$ cat config.mk
export PLATFORM = sky130hd
export DESIGN_NAME = sbc_master
export DESIGN_NICKNAME = d
export VERILOG_FILES = /design/src/sbc_pkg.sv /design/src/sbc_master.sv
export SDC_FILE = /design/constraint.sdc
export NUM_CORES = 1
export LEC_CHECK = 0
export BUFFER_PORTS_ARGS = -buffer_cell sky130_fd_sc_hd__buf_4
export CAP_MARGIN = 15
export CORE_ASPECT_RATIO = 1.75
export CORE_UTILIZATION = 50
export CTS_CLUSTER_SIZE = 40
export DETAILED_ROUTE_END_ITERATION = 12
export HOLD_SLACK_MARGIN = 0.02
export PLACE_DENSITY = 0.75
export SYNTH_ARGS = -nofsm -noshare
export SYNTH_HDL_FRONTEND = slang
export SYNTH_SLANG_ARGS = --single-unit
$ cat constraint.sdc
create_clock -name clk -period 3.87 [get_ports clk]
set_input_delay 0.1935 -clock clk [delete_from_list [all_inputs] [get_ports clk]]
set_output_delay 0.1935 -clock clk [all_outputs]
set_load 0.005 [all_outputs]
$ cat src/sbc_pkg.sv
package sbc_pkg;

  // Bus widths
  localparam int ADDR_W      = 23;
  localparam int DATA_W      = 16;

  // Depth of the acknowledge and fault synchroniser chains
  localparam int SYNC_STAGES = 3;
  // Depth of the read data input registers
  localparam int DATA_STAGES = 2;

  // Clock and bus timing
  localparam int CLK_PERIOD_NS      = 10;
  localparam int BUS_PERIOD_NS      = 20;
  localparam int HALF_STATE_CYCLES  = (BUS_PERIOD_NS / 2) / CLK_PERIOD_NS;

  // Reset and idle values of the pins
  localparam logic            STROBE_IDLE = 1'h1;
  localparam logic            RW_READ     = 1'h1;
  localparam logic            RW_WRITE    = 1'h0;
  localparam logic            BUS_CLK_HI  = 1'h1;
  localparam logic            BUS_CLK_LO  = 1'h0;
  localparam logic [ADDR_W-1:0] ADDR_RESET = 23'h000000;
  localparam logic [DATA_W-1:0] DATA_RESET = 16'h0000;

  // Bus cycle states, one per half period of the bus clock
  typedef enum logic [3:0] {
    ST_IDLE,
    ST_S0,
    ST_S1,
    ST_S2,
    ST_S3,
    ST_S4,
    ST_WAIT,
    ST_S5,
    ST_S6,
    ST_S7
  } sbc_state_t;

  // Request from the core side
  typedef struct packed {
    logic              write;
    logic              upper;
    logic              lower;
    logic [ADDR_W-1:0] addr;
    logic [DATA_W-1:0] wdata;
  } sbc_req_t;

  // Pin outputs of the bus
  typedef struct packed {
    logic              bus_clk;
    logic              address_strobe_n;
    logic              upper_byte_strobe_n;
    logic              lower_byte_strobe_n;
    logic              rw_n;
    logic              addr_oe;
    logic [ADDR_W-1:0] addr;
    logic              data_oe;
    logic [DATA_W-1:0] data;
  } sbc_pins_t;

  // Completion reported to the core side
  typedef struct packed {
    logic              done;
    logic              fault;
    logic [DATA_W-1:0] rdata;
  } sbc_resp_t;

  localparam sbc_pins_t PINS_RESET = '{
    bus_clk:             BUS_CLK_LO,
    address_strobe_n:    STROBE_IDLE,
    upper_byte_strobe_n: STROBE_IDLE,
    lower_byte_strobe_n: STROBE_IDLE,
    rw_n:                RW_READ,
    addr_oe:             1'h0,
    addr:                ADDR_RESET,
    data_oe:             1'h0,
    data:                DATA_RESET
  };

  localparam sbc_resp_t RESP_RESET = '{
    done:  1'h0,
    fault: 1'h0,
    rdata: DATA_RESET
  };

  // Clock level driven during a state
  function automatic logic sbc_clk_level(input sbc_state_t st);
    unique case (st)
      ST_S0, ST_S2, ST_S4, ST_S6: sbc_clk_level = BUS_CLK_HI;
      default:                    sbc_clk_level = BUS_CLK_LO;
    endcase
  endfunction

endpackage

$ cat src/sbc_master.sv
`timescale 1ns/1ps
module sbc_master
  import sbc_pkg::*;
(
  // Clock and reset
  input  wire logic              clk,
  input  wire logic              reset,
  // Core request
  input  wire logic              req_valid,
  input  wire sbc_req_t          req,
  output logic                   req_ready,
  // Core response
  output sbc_resp_t              resp,
  // Bus pins driven by the master
  output logic                   bus_clk,
  output logic                   address_strobe_n,
  output logic                   upper_byte_strobe_n,
  output logic                   lower_byte_strobe_n,
  output logic                   rw_n,
  output logic [ADDR_W-1:0]      addr_out,
  output logic                   addr_oe,
  output logic [DATA_W-1:0]      data_out,
  output logic                   data_oe,
  // Bus pins driven by the slave
  input  wire logic [DATA_W-1:0] data_in,
  input  wire logic              transfer_ack_n,
  input  wire logic              bus_fault_n
);

  // Input synchronisers
  logic [SYNC_STAGES-1:0] ack_sync;
  logic [SYNC_STAGES-1:0] fault_sync;
  logic [DATA_W-1:0]      data_sync [DATA_STAGES];
  logic                   ack_seen;
  logic                   fault_seen;

  always_ff @(posedge clk) begin
    if (reset) begin
      ack_sync   <= '0;
      fault_sync <= '0;
    end else begin
      // Active high after inversion so reset means not asserted
      ack_sync   <= {ack_sync[SYNC_STAGES-2:0], ~transfer_ack_n};
      fault_sync <= {fault_sync[SYNC_STAGES-2:0], ~bus_fault_n};
    end
  end

  always_ff @(posedge clk) begin
    if (reset) begin
      data_sync[0] <= DATA_RESET;
      data_sync[1] <= DATA_RESET;
    end else begin
      data_sync[0] <= data_in;
      data_sync[1] <= data_sync[0];
    end
  end

  assign ack_seen   = ack_sync[SYNC_STAGES-1];
  assign fault_seen = fault_sync[SYNC_STAGES-1];

  // Cycle state
  sbc_state_t state;
  sbc_state_t next_state;
  sbc_req_t   cur;
  sbc_req_t   next_cur;
  logic       acked;
  logic       next_acked;
  logic       faulted;
  logic       next_faulted;
  sbc_pins_t  pins;
  sbc_pins_t  next_pins;
  sbc_resp_t  next_resp;
  logic       next_req_ready;
  logic       term_now;

  assign term_now = ack_seen | fault_seen;

  always_comb begin
    next_state     = state;
    next_cur       = cur;
    next_acked     = acked;
    next_faulted   = faulted;
    next_pins      = pins;
    next_resp      = resp;
    next_resp.done = 1'h0;

    unique case (state)
      ST_IDLE: begin
        // Start only when the next half period is high, so S0 is a high phase
        if (req_valid && req_ready && pins.bus_clk == BUS_CLK_LO) begin
          next_cur     = req;
          next_acked   = 1'h0;
          next_faulted = 1'h0;
          next_state   = ST_S0;
        end
      end
      ST_S0: begin
        next_state = ST_S1;
      end
      ST_S1: begin
        next_state = ST_S2;
      end
      ST_S2: begin
        next_state = ST_S3;
      end
      ST_S3: begin
        next_state = ST_S4;
      end
      ST_S4: begin
        // Recognition at the falling edge that ends S4
        if (term_now) begin
          next_acked   = ack_seen;
          next_faulted = fault_seen;
          next_state   = ST_S5;
        end else begin
          next_state = ST_WAIT;
        end
      end
      ST_WAIT: begin
        // Low half of a whole wait clock, then S4 again
        next_state = ST_S4;
      end
      ST_S5: begin
        next_state = ST_S6;
      end
      ST_S6: begin
        // Late fault is taken at the next falling edge after ack
        if (fault_seen) begin
          next_faulted = 1'h1;
        end
        next_state = ST_S7;
      end
      ST_S7: begin
        next_resp.done  = 1'h1;
        next_resp.fault = faulted;
        if (!cur.write && acked && !faulted) begin
          next_resp.rdata = data_sync[DATA_STAGES-1];
        end
        next_state = ST_IDLE;
      end
      default: begin
        next_state = ST_IDLE;
      end
    endcase

    // Pin values for the state being entered
    next_pins.bus_clk = sbc_clk_level(next_state);
    unique case (next_state)
      ST_IDLE: begin
        if (state == ST_S7) begin
          next_pins.addr_oe = 1'h0;
          next_pins.data_oe = 1'h0;
          next_pins.rw_n    = RW_READ;
        end
      end
      ST_S0: begin
        next_pins.rw_n = RW_READ;
      end
      ST_S1: begin
        next_pins.addr    = cur.addr;
        next_pins.addr_oe = 1'h1;
      end
      ST_S2: begin
        next_pins.address_strobe_n = 1'h0;
        if (cur.write) begin
          next_pins.rw_n = RW_WRITE;
        end else begin
          next_pins.upper_byte_strobe_n = ~cur.upper;
          next_pins.lower_byte_strobe_n = ~cur.lower;
        end
      end
      ST_S3: begin
        if (cur.write) begin
          next_pins.data    = cur.wdata;
          next_pins.data_oe = 1'h1;
        end
      end
      ST_S4: begin
        if (cur.write) begin
          next_pins.upper_byte_strobe_n = ~cur.upper;
          next_pins.lower_byte_strobe_n = ~cur.lower;
        end
      end
      ST_WAIT, ST_S5, ST_S6: begin
        // Strobes, address and data held unchanged
        next_pins.address_strobe_n = pins.address_strobe_n;
      end
      ST_S7: begin
        // Data and direction stay put on a write
        next_pins.address_strobe_n    = STROBE_IDLE;
        next_pins.upper_byte_strobe_n = STROBE_IDLE;
        next_pins.lower_byte_strobe_n = STROBE_IDLE;
      end
      default: begin
        next_pins = PINS_RESET;
      end
    endcase

    next_req_ready = (next_state == ST_IDLE);
  end

  always_ff @(posedge clk) begin
    if (reset) begin
      state     <= ST_IDLE;
      cur       <= '0;
      acked     <= 1'h0;
      faulted   <= 1'h0;
      pins      <= PINS_RESET;
      resp      <= RESP_RESET;
      req_ready <= 1'h0;
    end else begin
      state     <= next_state;
      cur       <= next_cur;
      acked     <= next_acked;
      faulted   <= next_faulted;
      pins      <= next_pins;
      resp      <= next_resp;
      req_ready <= next_req_ready;
    end
  end

  // Pin outputs are fields of the registered pin struct
  assign bus_clk             = pins.bus_clk;
  assign address_strobe_n    = pins.address_strobe_n;
  assign upper_byte_strobe_n = pins.upper_byte_strobe_n;
  assign lower_byte_strobe_n = pins.lower_byte_strobe_n;
  assign rw_n                = pins.rw_n;
  assign addr_out            = pins.addr;
  assign addr_oe             = pins.addr_oe;
  assign data_out            = pins.data;
  assign data_oe             = pins.data_oe;

endmodule // sbc_master

==> results.tsv, run 1 <==
stage	metric	value	unit
run_status	outcome	finished, final reports clean	
critical_path	CP arrival	2550	ps
finish	Multi-input gate area	2195	um^2
yosys	post-synthesis mux area share	0.3589	%
critical_path	largest driver fanout on the critical path	22	
critical_path	reg2reg setup slack	1570	ps
power	static leakage	2.742	nW
placement	Post-DP Area	6379	um^2
clock_tree	post-CTS sizing	0	
critical_path	crit path kind	register to register	
yosys	largest family of logic cells by synthesized area	simple AND/OR/NAND/NOR gates	
clock_tree	H-tree levels	4	
sta	TNS Setup	0	ps
finish	FILL cells	880	
power	NetSw	940.7	uW
critical_path	crit start category	register	
clock_tree	root buf cell	clkbuf_16	
critical_path	Setup crit start	state[0]$_SDFF_PP0_	
power	P per Cell Area	528.4	nW/um^2
sta	final hold violation count	0	
sta	Finish-stage setup viols	0	
grt	Total Routing Usage GR	23.33	%
routing	DRT Wirelength	13100	um
yosys	EDFF count, synth	0	
finish	Final nets	787	
floorplan	Initial Util	51.84	%
grt	vias in the first global route	4411	
yosys	Synth Area in Adders	0	%
routing	routed len/inst	15.14	um
grt	pin count of the biggest net entering global routing	100	
yosys	Post-synth ARST share	0	%
floorplan	Die ar.	11600	um^2
finish	storage element area	3023	um^2
yosys	synth warn	0	
yosys	Main synth FF type	dfxtp_1	
yosys	Unique masters post-synth	48	
routing	DR vias	4691	
sta	Slew Viols, Final	0	
clock_tree	CTS clock-pin slew for the worst setup and hold paths	60	ps
power	combinational power share	12.3	%
clock_tree	Longest Clk Path Bufs	2	
yosys	sequential element share of the synthesized area	54.19	%
yosys	Synth Register Bits	151	
clock_tree	Clock Sinks	151	
routing	initial drt markers	222	
placement	GP Congestion	0.7912	
worst_hold_path	Hold WC Path Type	input port to register	
floorplan	# rows	50	
grt	Remaining Overflow, GRT	0	
critical_path	crit path capture	resp[9]$_SDFFE_PP0P_	
sta	Clock Skews	5.041	ps
critical_path	FF-to-FF End	resp[9]$_SDFFE_PP0P_	
routing	DRC viols	0	
finish	area delta synth->final	28.80	%
sta	f_max	434.2	MHz
routing	First-pass DRT Iterations	6	
grt	initial antenna violation count	0	
power	Cell Int Power	2.856	mW
finish	post-route cell area	7184	um^2
routing	antenna viol nets, final	0	
floorplan	core area	10760	um^2
finish	ANT cells	0	
flow_run	Max-cap violations	0	
placement	DP HPWL	8278	um
critical_path	CP endpoint kind	register	
yosys	Post-Syn Area	5578	um^2
routing	Vias/cell	5.423	
floorplan	Die Height	141.7	um
sta	Worst slew margin	31.19	%
yosys	Mapped Avg Cell Area	9.099	um^2
floorplan	IO Pins	128	
yosys	xor/xnor share of the synthesized area	0.4711	%
sta	worst slew pin tran	1028	ps
placement	# port buffers	127	
yosys	simple-gate area share of the yosys netlist	20.91	%
clock_tree	Skew-Pair Late Insertion Delay	410	ps
power	sw frac	24.78	%
floorplan	Chip Width	81.84	um
sta	unrepaired setup endpoints after global routing	false	
power	clock group share of total power	42.9	%
yosys	Synthesized Nets	676	
critical_path	R2R cell count	3	
sta	minimum clock period	2303	ps
power	Worst VDD drop	0.0004070	V
critical_path	worst r2r src	state[0]$_SDFF_PP0_	
yosys	post-synthesis compound-gate area fraction	17.59	%
power	sequential share of power	44.8	%
sta	final period utilization	59.51	%
clock_tree	CTS tree	built	
critical_path	CP required	4120	ps
worst_hold_path	worst hold path depth	3	
clock_tree	CTS buffer count	17	
grt	first-pass GRT wire length	20800	um
finish	layout cells sized above 1	25.85	%
yosys	Syn Inst Count	613	
metal layers:
metal,part of all wire [%],GRT usage [%],vias to the layer above
li1,-,-,2347
met1,41,26.43,2164
met2,52,40.50,159
met3,5.4,6.688,21
met4,1.9,8.310,0
met5,0,0,-
registers in the layout, summed over array words and instances (netlist names):
register and cells:
lower_byte_strobe_n 1, req_ready 1, upper_byte_strobe_n 1, fault_sync 3, resp 18, ack_sync 3
addr_out 23, cur 42, bus_clk 1, data_out 16, faulted 1, data_oe 1
data_sync 32, address_strobe_n 1, addr_oe 1, state 4, acked 1, rw_n 1
area by class of cell:
type	count	share of cell area (%)
clock buffers	21	6.409
clock inverters	9	1.759
inverters	4	0.2090
multi-input cells	399	30.55
flip-flops and latches	151	42.08
well taps	130	2.264
repair buffers	151	16.74
cell usage in the layout, fill, tap and decap left out, types with 17 or more instances in the layout:
cell / instances
a21oi_1: 103
buf_4: 131
clkbuf_16: 17
dfxtp_1: 151
dlygate4sd3_1: 18
nand2_1: 31
nand2_2: 20
nand3_1: 75
nor2b_1: 40
o21ai_0: 38
o21ai_1: 40
worst min path at each step:
stage | startpoint | slack (ps) | to
2_1_floorplan | bus_fault_n | 260 | fault_sync[0]$_SDFF_PP0_
3_3_place_gp | bus_fault_n | 350 | fault_sync[0]$_SDFF_PP0_
3_5_place_dp | bus_fault_n | 350 | fault_sync[0]$_SDFF_PP0_
4_1_cts | req[6] | 30 | cur[6]$_SDFFE_PP0P_
6_report | req[6] | 40 | cur[6]$_SDFFE_PP0P_
5_1_grt | req[10] | 40 | cur[10]$_SDFFE_PP0P_
through the flow:
stage          hold slack, ps  instances  setup slack [ps]  total power [mW]  util, %
6_report                43.80        865              1567             3.796    66.77
5_1_grt                 35.27        865              1352             3.948    66.77
4_1_cts                 30.56        863              1215             3.820    66.41
3_5_place_dp            351.7        815              1262             2.179    59.28
3_3_place_gp            348.4        815              1425             2.163    59.28
2_1_floorplan           260.2        613              2402             2.091        -
worst max-delay path, stage by stage (launching register included):
cell and delay [ps]:
dfxtp_1 800, nand4bb_1 730, o21ai_0 490, a21oi_1 120
Yosys cell counts, drive strengths merged, types with 2 or more instances:
| master | instances | share of area (%) |
|---|---|---|
| a21oi | 103 | 9.2 |
| and3 | 2 | 0.22 |
| buf | 32 | 4.4 |
| clkbuf | 27 | 1.8 |
| dfxtp | 151 | 54 |
| inv | 3 | 0.20 |
| mux2i | 2 | 0.36 |
| nand2 | 51 | 4.3 |
| nand3 | 75 | 6.7 |
| nand3b | 2 | 0.27 |
| nor2 | 8 | 0.54 |
| nor2b | 40 | 4.5 |
| nor3 | 6 | 0.54 |
| nor4b | 3 | 0.74 |
| o211ai | 2 | 0.27 |
| o21ai | 78 | 7.0 |
| or3b | 3 | 0.47 |
| xnor2 | 2 | 0.31 |
kinds of logic after synthesis:
kind of cell           Yosys count
AO/OA/AOI/OAI                  190
XOR/XNOR                         3
buffers and inverters           63
flip-flops                     151
multiplexers                     2
AND/OR/NAND/NOR                204
what timing repair did:
item / in CTS / in global routing
hold endpoints to repair: 18 / 0
buffers inserted: 0 / 0
hold buffers: 18 / 0
power groups by stage:
stage	combinational [mW]	sequential (mW)	clock [mW]
5_1_grt	0.511	1.71	1.73
6_report	0.467	1.70	1.63
3_5_place_dp	0.446	1.73	0
4_1_cts	0.463	1.70	1.66
2_1_floorplan	0.390	1.70	0
3_3_place_gp	0.433	1.73	0
Power figures use the tool's default switching activity.
==> run 2, diff against run 1 <==
--- a/config.mk
+++ b/config.mk
@@ -8,7 +8,7 @@
 export BUFFER_PORTS_ARGS = -buffer_cell sky130_fd_sc_hd__buf_4
 export CAP_MARGIN = 15
 export CORE_ASPECT_RATIO = 1.75
-export CORE_UTILIZATION = 50
+export CORE_UTILIZATION = 48
 export CTS_CLUSTER_SIZE = 40
 export DETAILED_ROUTE_END_ITERATION = 12
 export HOLD_SLACK_MARGIN = 0.02
==> constraint.sdc (replaced) <==
create_clock -name clk -period 2 [get_ports clk]
set_input_delay 0.1 -clock clk [delete_from_list [all_inputs] [get_ports clk]]
set_output_delay 0.1 -clock clk [all_outputs]
set_load 0.005 [all_outputs]
==> run 2 against run 1 <==
Compared with the run above:
- utilization up 1.7 points
- clock skew increased by 1.7 ps
- sequential cell count did not move
- non-clock buffer count grew 50
- first-iteration DRC count down 1.8%
- sequential share of layout area shrank 2.8 points
- sequential power up 92%
- global-route usage down 0.19 points
- die area grew 4.1%
- fmax rose by 29%
- clock-buffer cell count grew 4
- via count is 5.9% higher
- critical path type unchanged
==> results.tsv, run 2 (synthesis gave the netlist of run 1 again) <==
stage	metric	value	unit	change
sta	final hold violation count	0		unchanged
grt	vias in the first global route	4819		was 4411
critical_path	crit start category	register		unchanged
critical_path	worst r2r src	state[3]$_SDFF_PP0_		was state[0]$_SDFF_PP0_
finish	area delta synth->final	37.82	%	was 28.80%
sta	unrepaired setup endpoints after global routing	false		unchanged
clock_tree	CTS clock-pin slew for the worst setup and hold paths	50	ps	was 60 ps
sta	Worst slew margin	49.37	%	was 31.19%
finish	Final nets	837		was 787
critical_path	CP endpoint kind	register		unchanged
finish	most common cell after layout, fill and taps aside	dfxtp_1		unchanged
routing	First-pass DRT Iterations	5		was 6
finish	post-route cell area	7687	um^2	was 7184 um^2
critical_path	Setup crit start	state[3]$_SDFF_PP0_		was state[0]$_SDFF_PP0_
critical_path	largest driver fanout on the critical path	12		was 22
grt	Total Routing Usage GR	23.14	%	was 23.33%
floorplan	# rows	51		was 50
finish	ANT cells	0		unchanged
power	P per Cell Area	974.9	nW/um^2	was 528.4 nW/um^2
critical_path	crit path kind	register to register		unchanged
routing	DR vias	4970		was 4691
routing	initial drt markers	218		was 222
placement	DP HPWL	8805	um	was 8278 um
finish	Top reg by flops	cur		unchanged
sta	Clock Skews	6.732	ps	was 5.041 ps
sta	Slew Viols, Final	0		unchanged
placement	GP Congestion	0.8131		was 0.7912
power	static leakage	2.969	nW	was 2.742 nW
finish	commonest non-fill, non-tap cells in the layout	151 x dfxtp_1, 138 x buf_4, 103 x a21oi_1		was 151 x dfxtp_1, 131 x buf_4, 103 x a21oi_1
floorplan	IO Pins	128		unchanged
finish	max reg flops	42		unchanged
clock_tree	CTS buffer count	17		unchanged
critical_path	CP required	2340	ps	was 4120 ps
worst_hold_path	Worst Hold Launch	reset		was req[6]
worst_hold_path	worst hold path depth	2		was 3
clock_tree	Longest Clk Path Bufs	2		unchanged
sta	Finish-stage setup viols	0		unchanged
placement	# port buffers	127		unchanged
clock_tree	root buf cell	clkbuf_16		unchanged
clock_tree	H-tree levels	4		unchanged
floorplan	Die Height	144.6	um	was 141.7 um
floorplan	Initial Util	49.67	%	was 51.84%
power	Worst VDD drop	0.0008270	V	was 0.0004070 V
grt	first-pass GRT wire length	22210	um	was 20800 um
sta	minimum clock period	1785	ps	was 2303 ps
floorplan	core area	11230	um^2	was 10760 um^2
placement	Post-DP Area	6494	um^2	was 6379 um^2
finish	fin util	68.45	%	was 66.77%
run_status	outcome	finished, final reports clean		unchanged
sta	worst slew pin tran	759.5	ps	was 1028 ps
sta	final period utilization	89.23	%	was 59.51%
critical_path	CP arrival	2120	ps	was 2550 ps
worst_hold_path	Hold WC Path Type	input port to register		unchanged
clock_tree	Clock Sinks	151		unchanged
routing	antenna viol nets, final	0		unchanged
floorplan	Die ar.	12070	um^2	was 11600 um^2
clock_tree	Skew-Pair Late Insertion Delay	410	ps	about the same
critical_path	R2R cell count	4		was 3
routing	DRT Wirelength	13720	um	was 13100 um
sta	TNS Setup	0	ps	unchanged
clock_tree	CTS tree	built		unchanged
routing	DRC viols	0		unchanged
sta	f_max	560.4	MHz	was 434.2 MHz
routing	Vias/cell	5.408		was 5.423
finish	layout cells sized above 1	24.90	%	was 25.85%
grt	initial antenna violation count	0		unchanged
grt	pin count of the biggest net entering global routing	77		was 100
flow_run	Max-cap violations	0		unchanged
routing	routed len/inst	14.93	um	was 15.14 um
grt	Remaining Overflow, GRT	0		unchanged
floorplan	Chip Width	83.49	um	was 81.84 um
run 2: timing repair:
| action | 4_1_cts | 5_1_grt |
|---|---|---|
| resized for setup | 0 | 0 |
| hold endpoints to repair | 60 | 0 |
| hold buffers | 60 | 0 |
| setup buffers | 0 | 0 |
run 2: power by group:
group	internal (mW)	switching (mW)	total, mW	leakage, nW
sequential	3.17	0.102	3.27	1.23
combinational	0.442	0.598	1.04	1.45
clock	2.03	1.15	3.18	0.290
run 2: routing by layer:
layer  vias to the layer above  track usage [%]  wire [um]
li1                       2442                -          -
met1                      2339            24.89       5496
met2                       166            42.11       7145
met3                        23            5.765        719
met4                         0            11.51        362
met5                         -                0          0
run 2: area by class of cell:
class | count | area (um^2)
Timing Repair Buffer | 201 | 1697
Fill cell | 867 | 3543
Clock buffer | 25 | 475.5
Tap cell | 132 | 165.2
Clock inverter | 7 | 117.6
Sequential cell | 151 | 3023
Multi-Input combinational cell | 399 | 2195
Inverter | 4 | 15.01
run 2: final timing paths:
check | to | slack (ps)
max | lower_byte_strobe_n$_SDFFE_PP1P_ | 220
min | resp[16]$_SDFFE_PP0P_ | 250
max reg2reg | lower_byte_strobe_n$_SDFFE_PP1P_ | 220
min reg2reg | data_sync[0][28]$_SDFF_PP0_ | 440
run 2: critical path: stages (launching register included):
cell	delay (ps)
dfxtp_1	620
buf_4	260
nor4b_1	370
a221o_1	260
mux2i_1	190
run 2: through the flow:
step / power, mW / instances / worst slack, ps / hold slack [ps]
5_1_grt: 7.798 / 919 / 95.50 / 287.1
3_5_place_dp: 4.268 / 827 / 213.1 / 258.5
6_report: 7.495 / 919 / 215.4 / 247.1
2_1_floorplan: 4.046 / 613 / 531.8 / 166.7
3_3_place_gp: 4.232 / 827 / 287.9 / 257.5
4_1_cts: 7.539 / 919 / 201.2 / 231.7
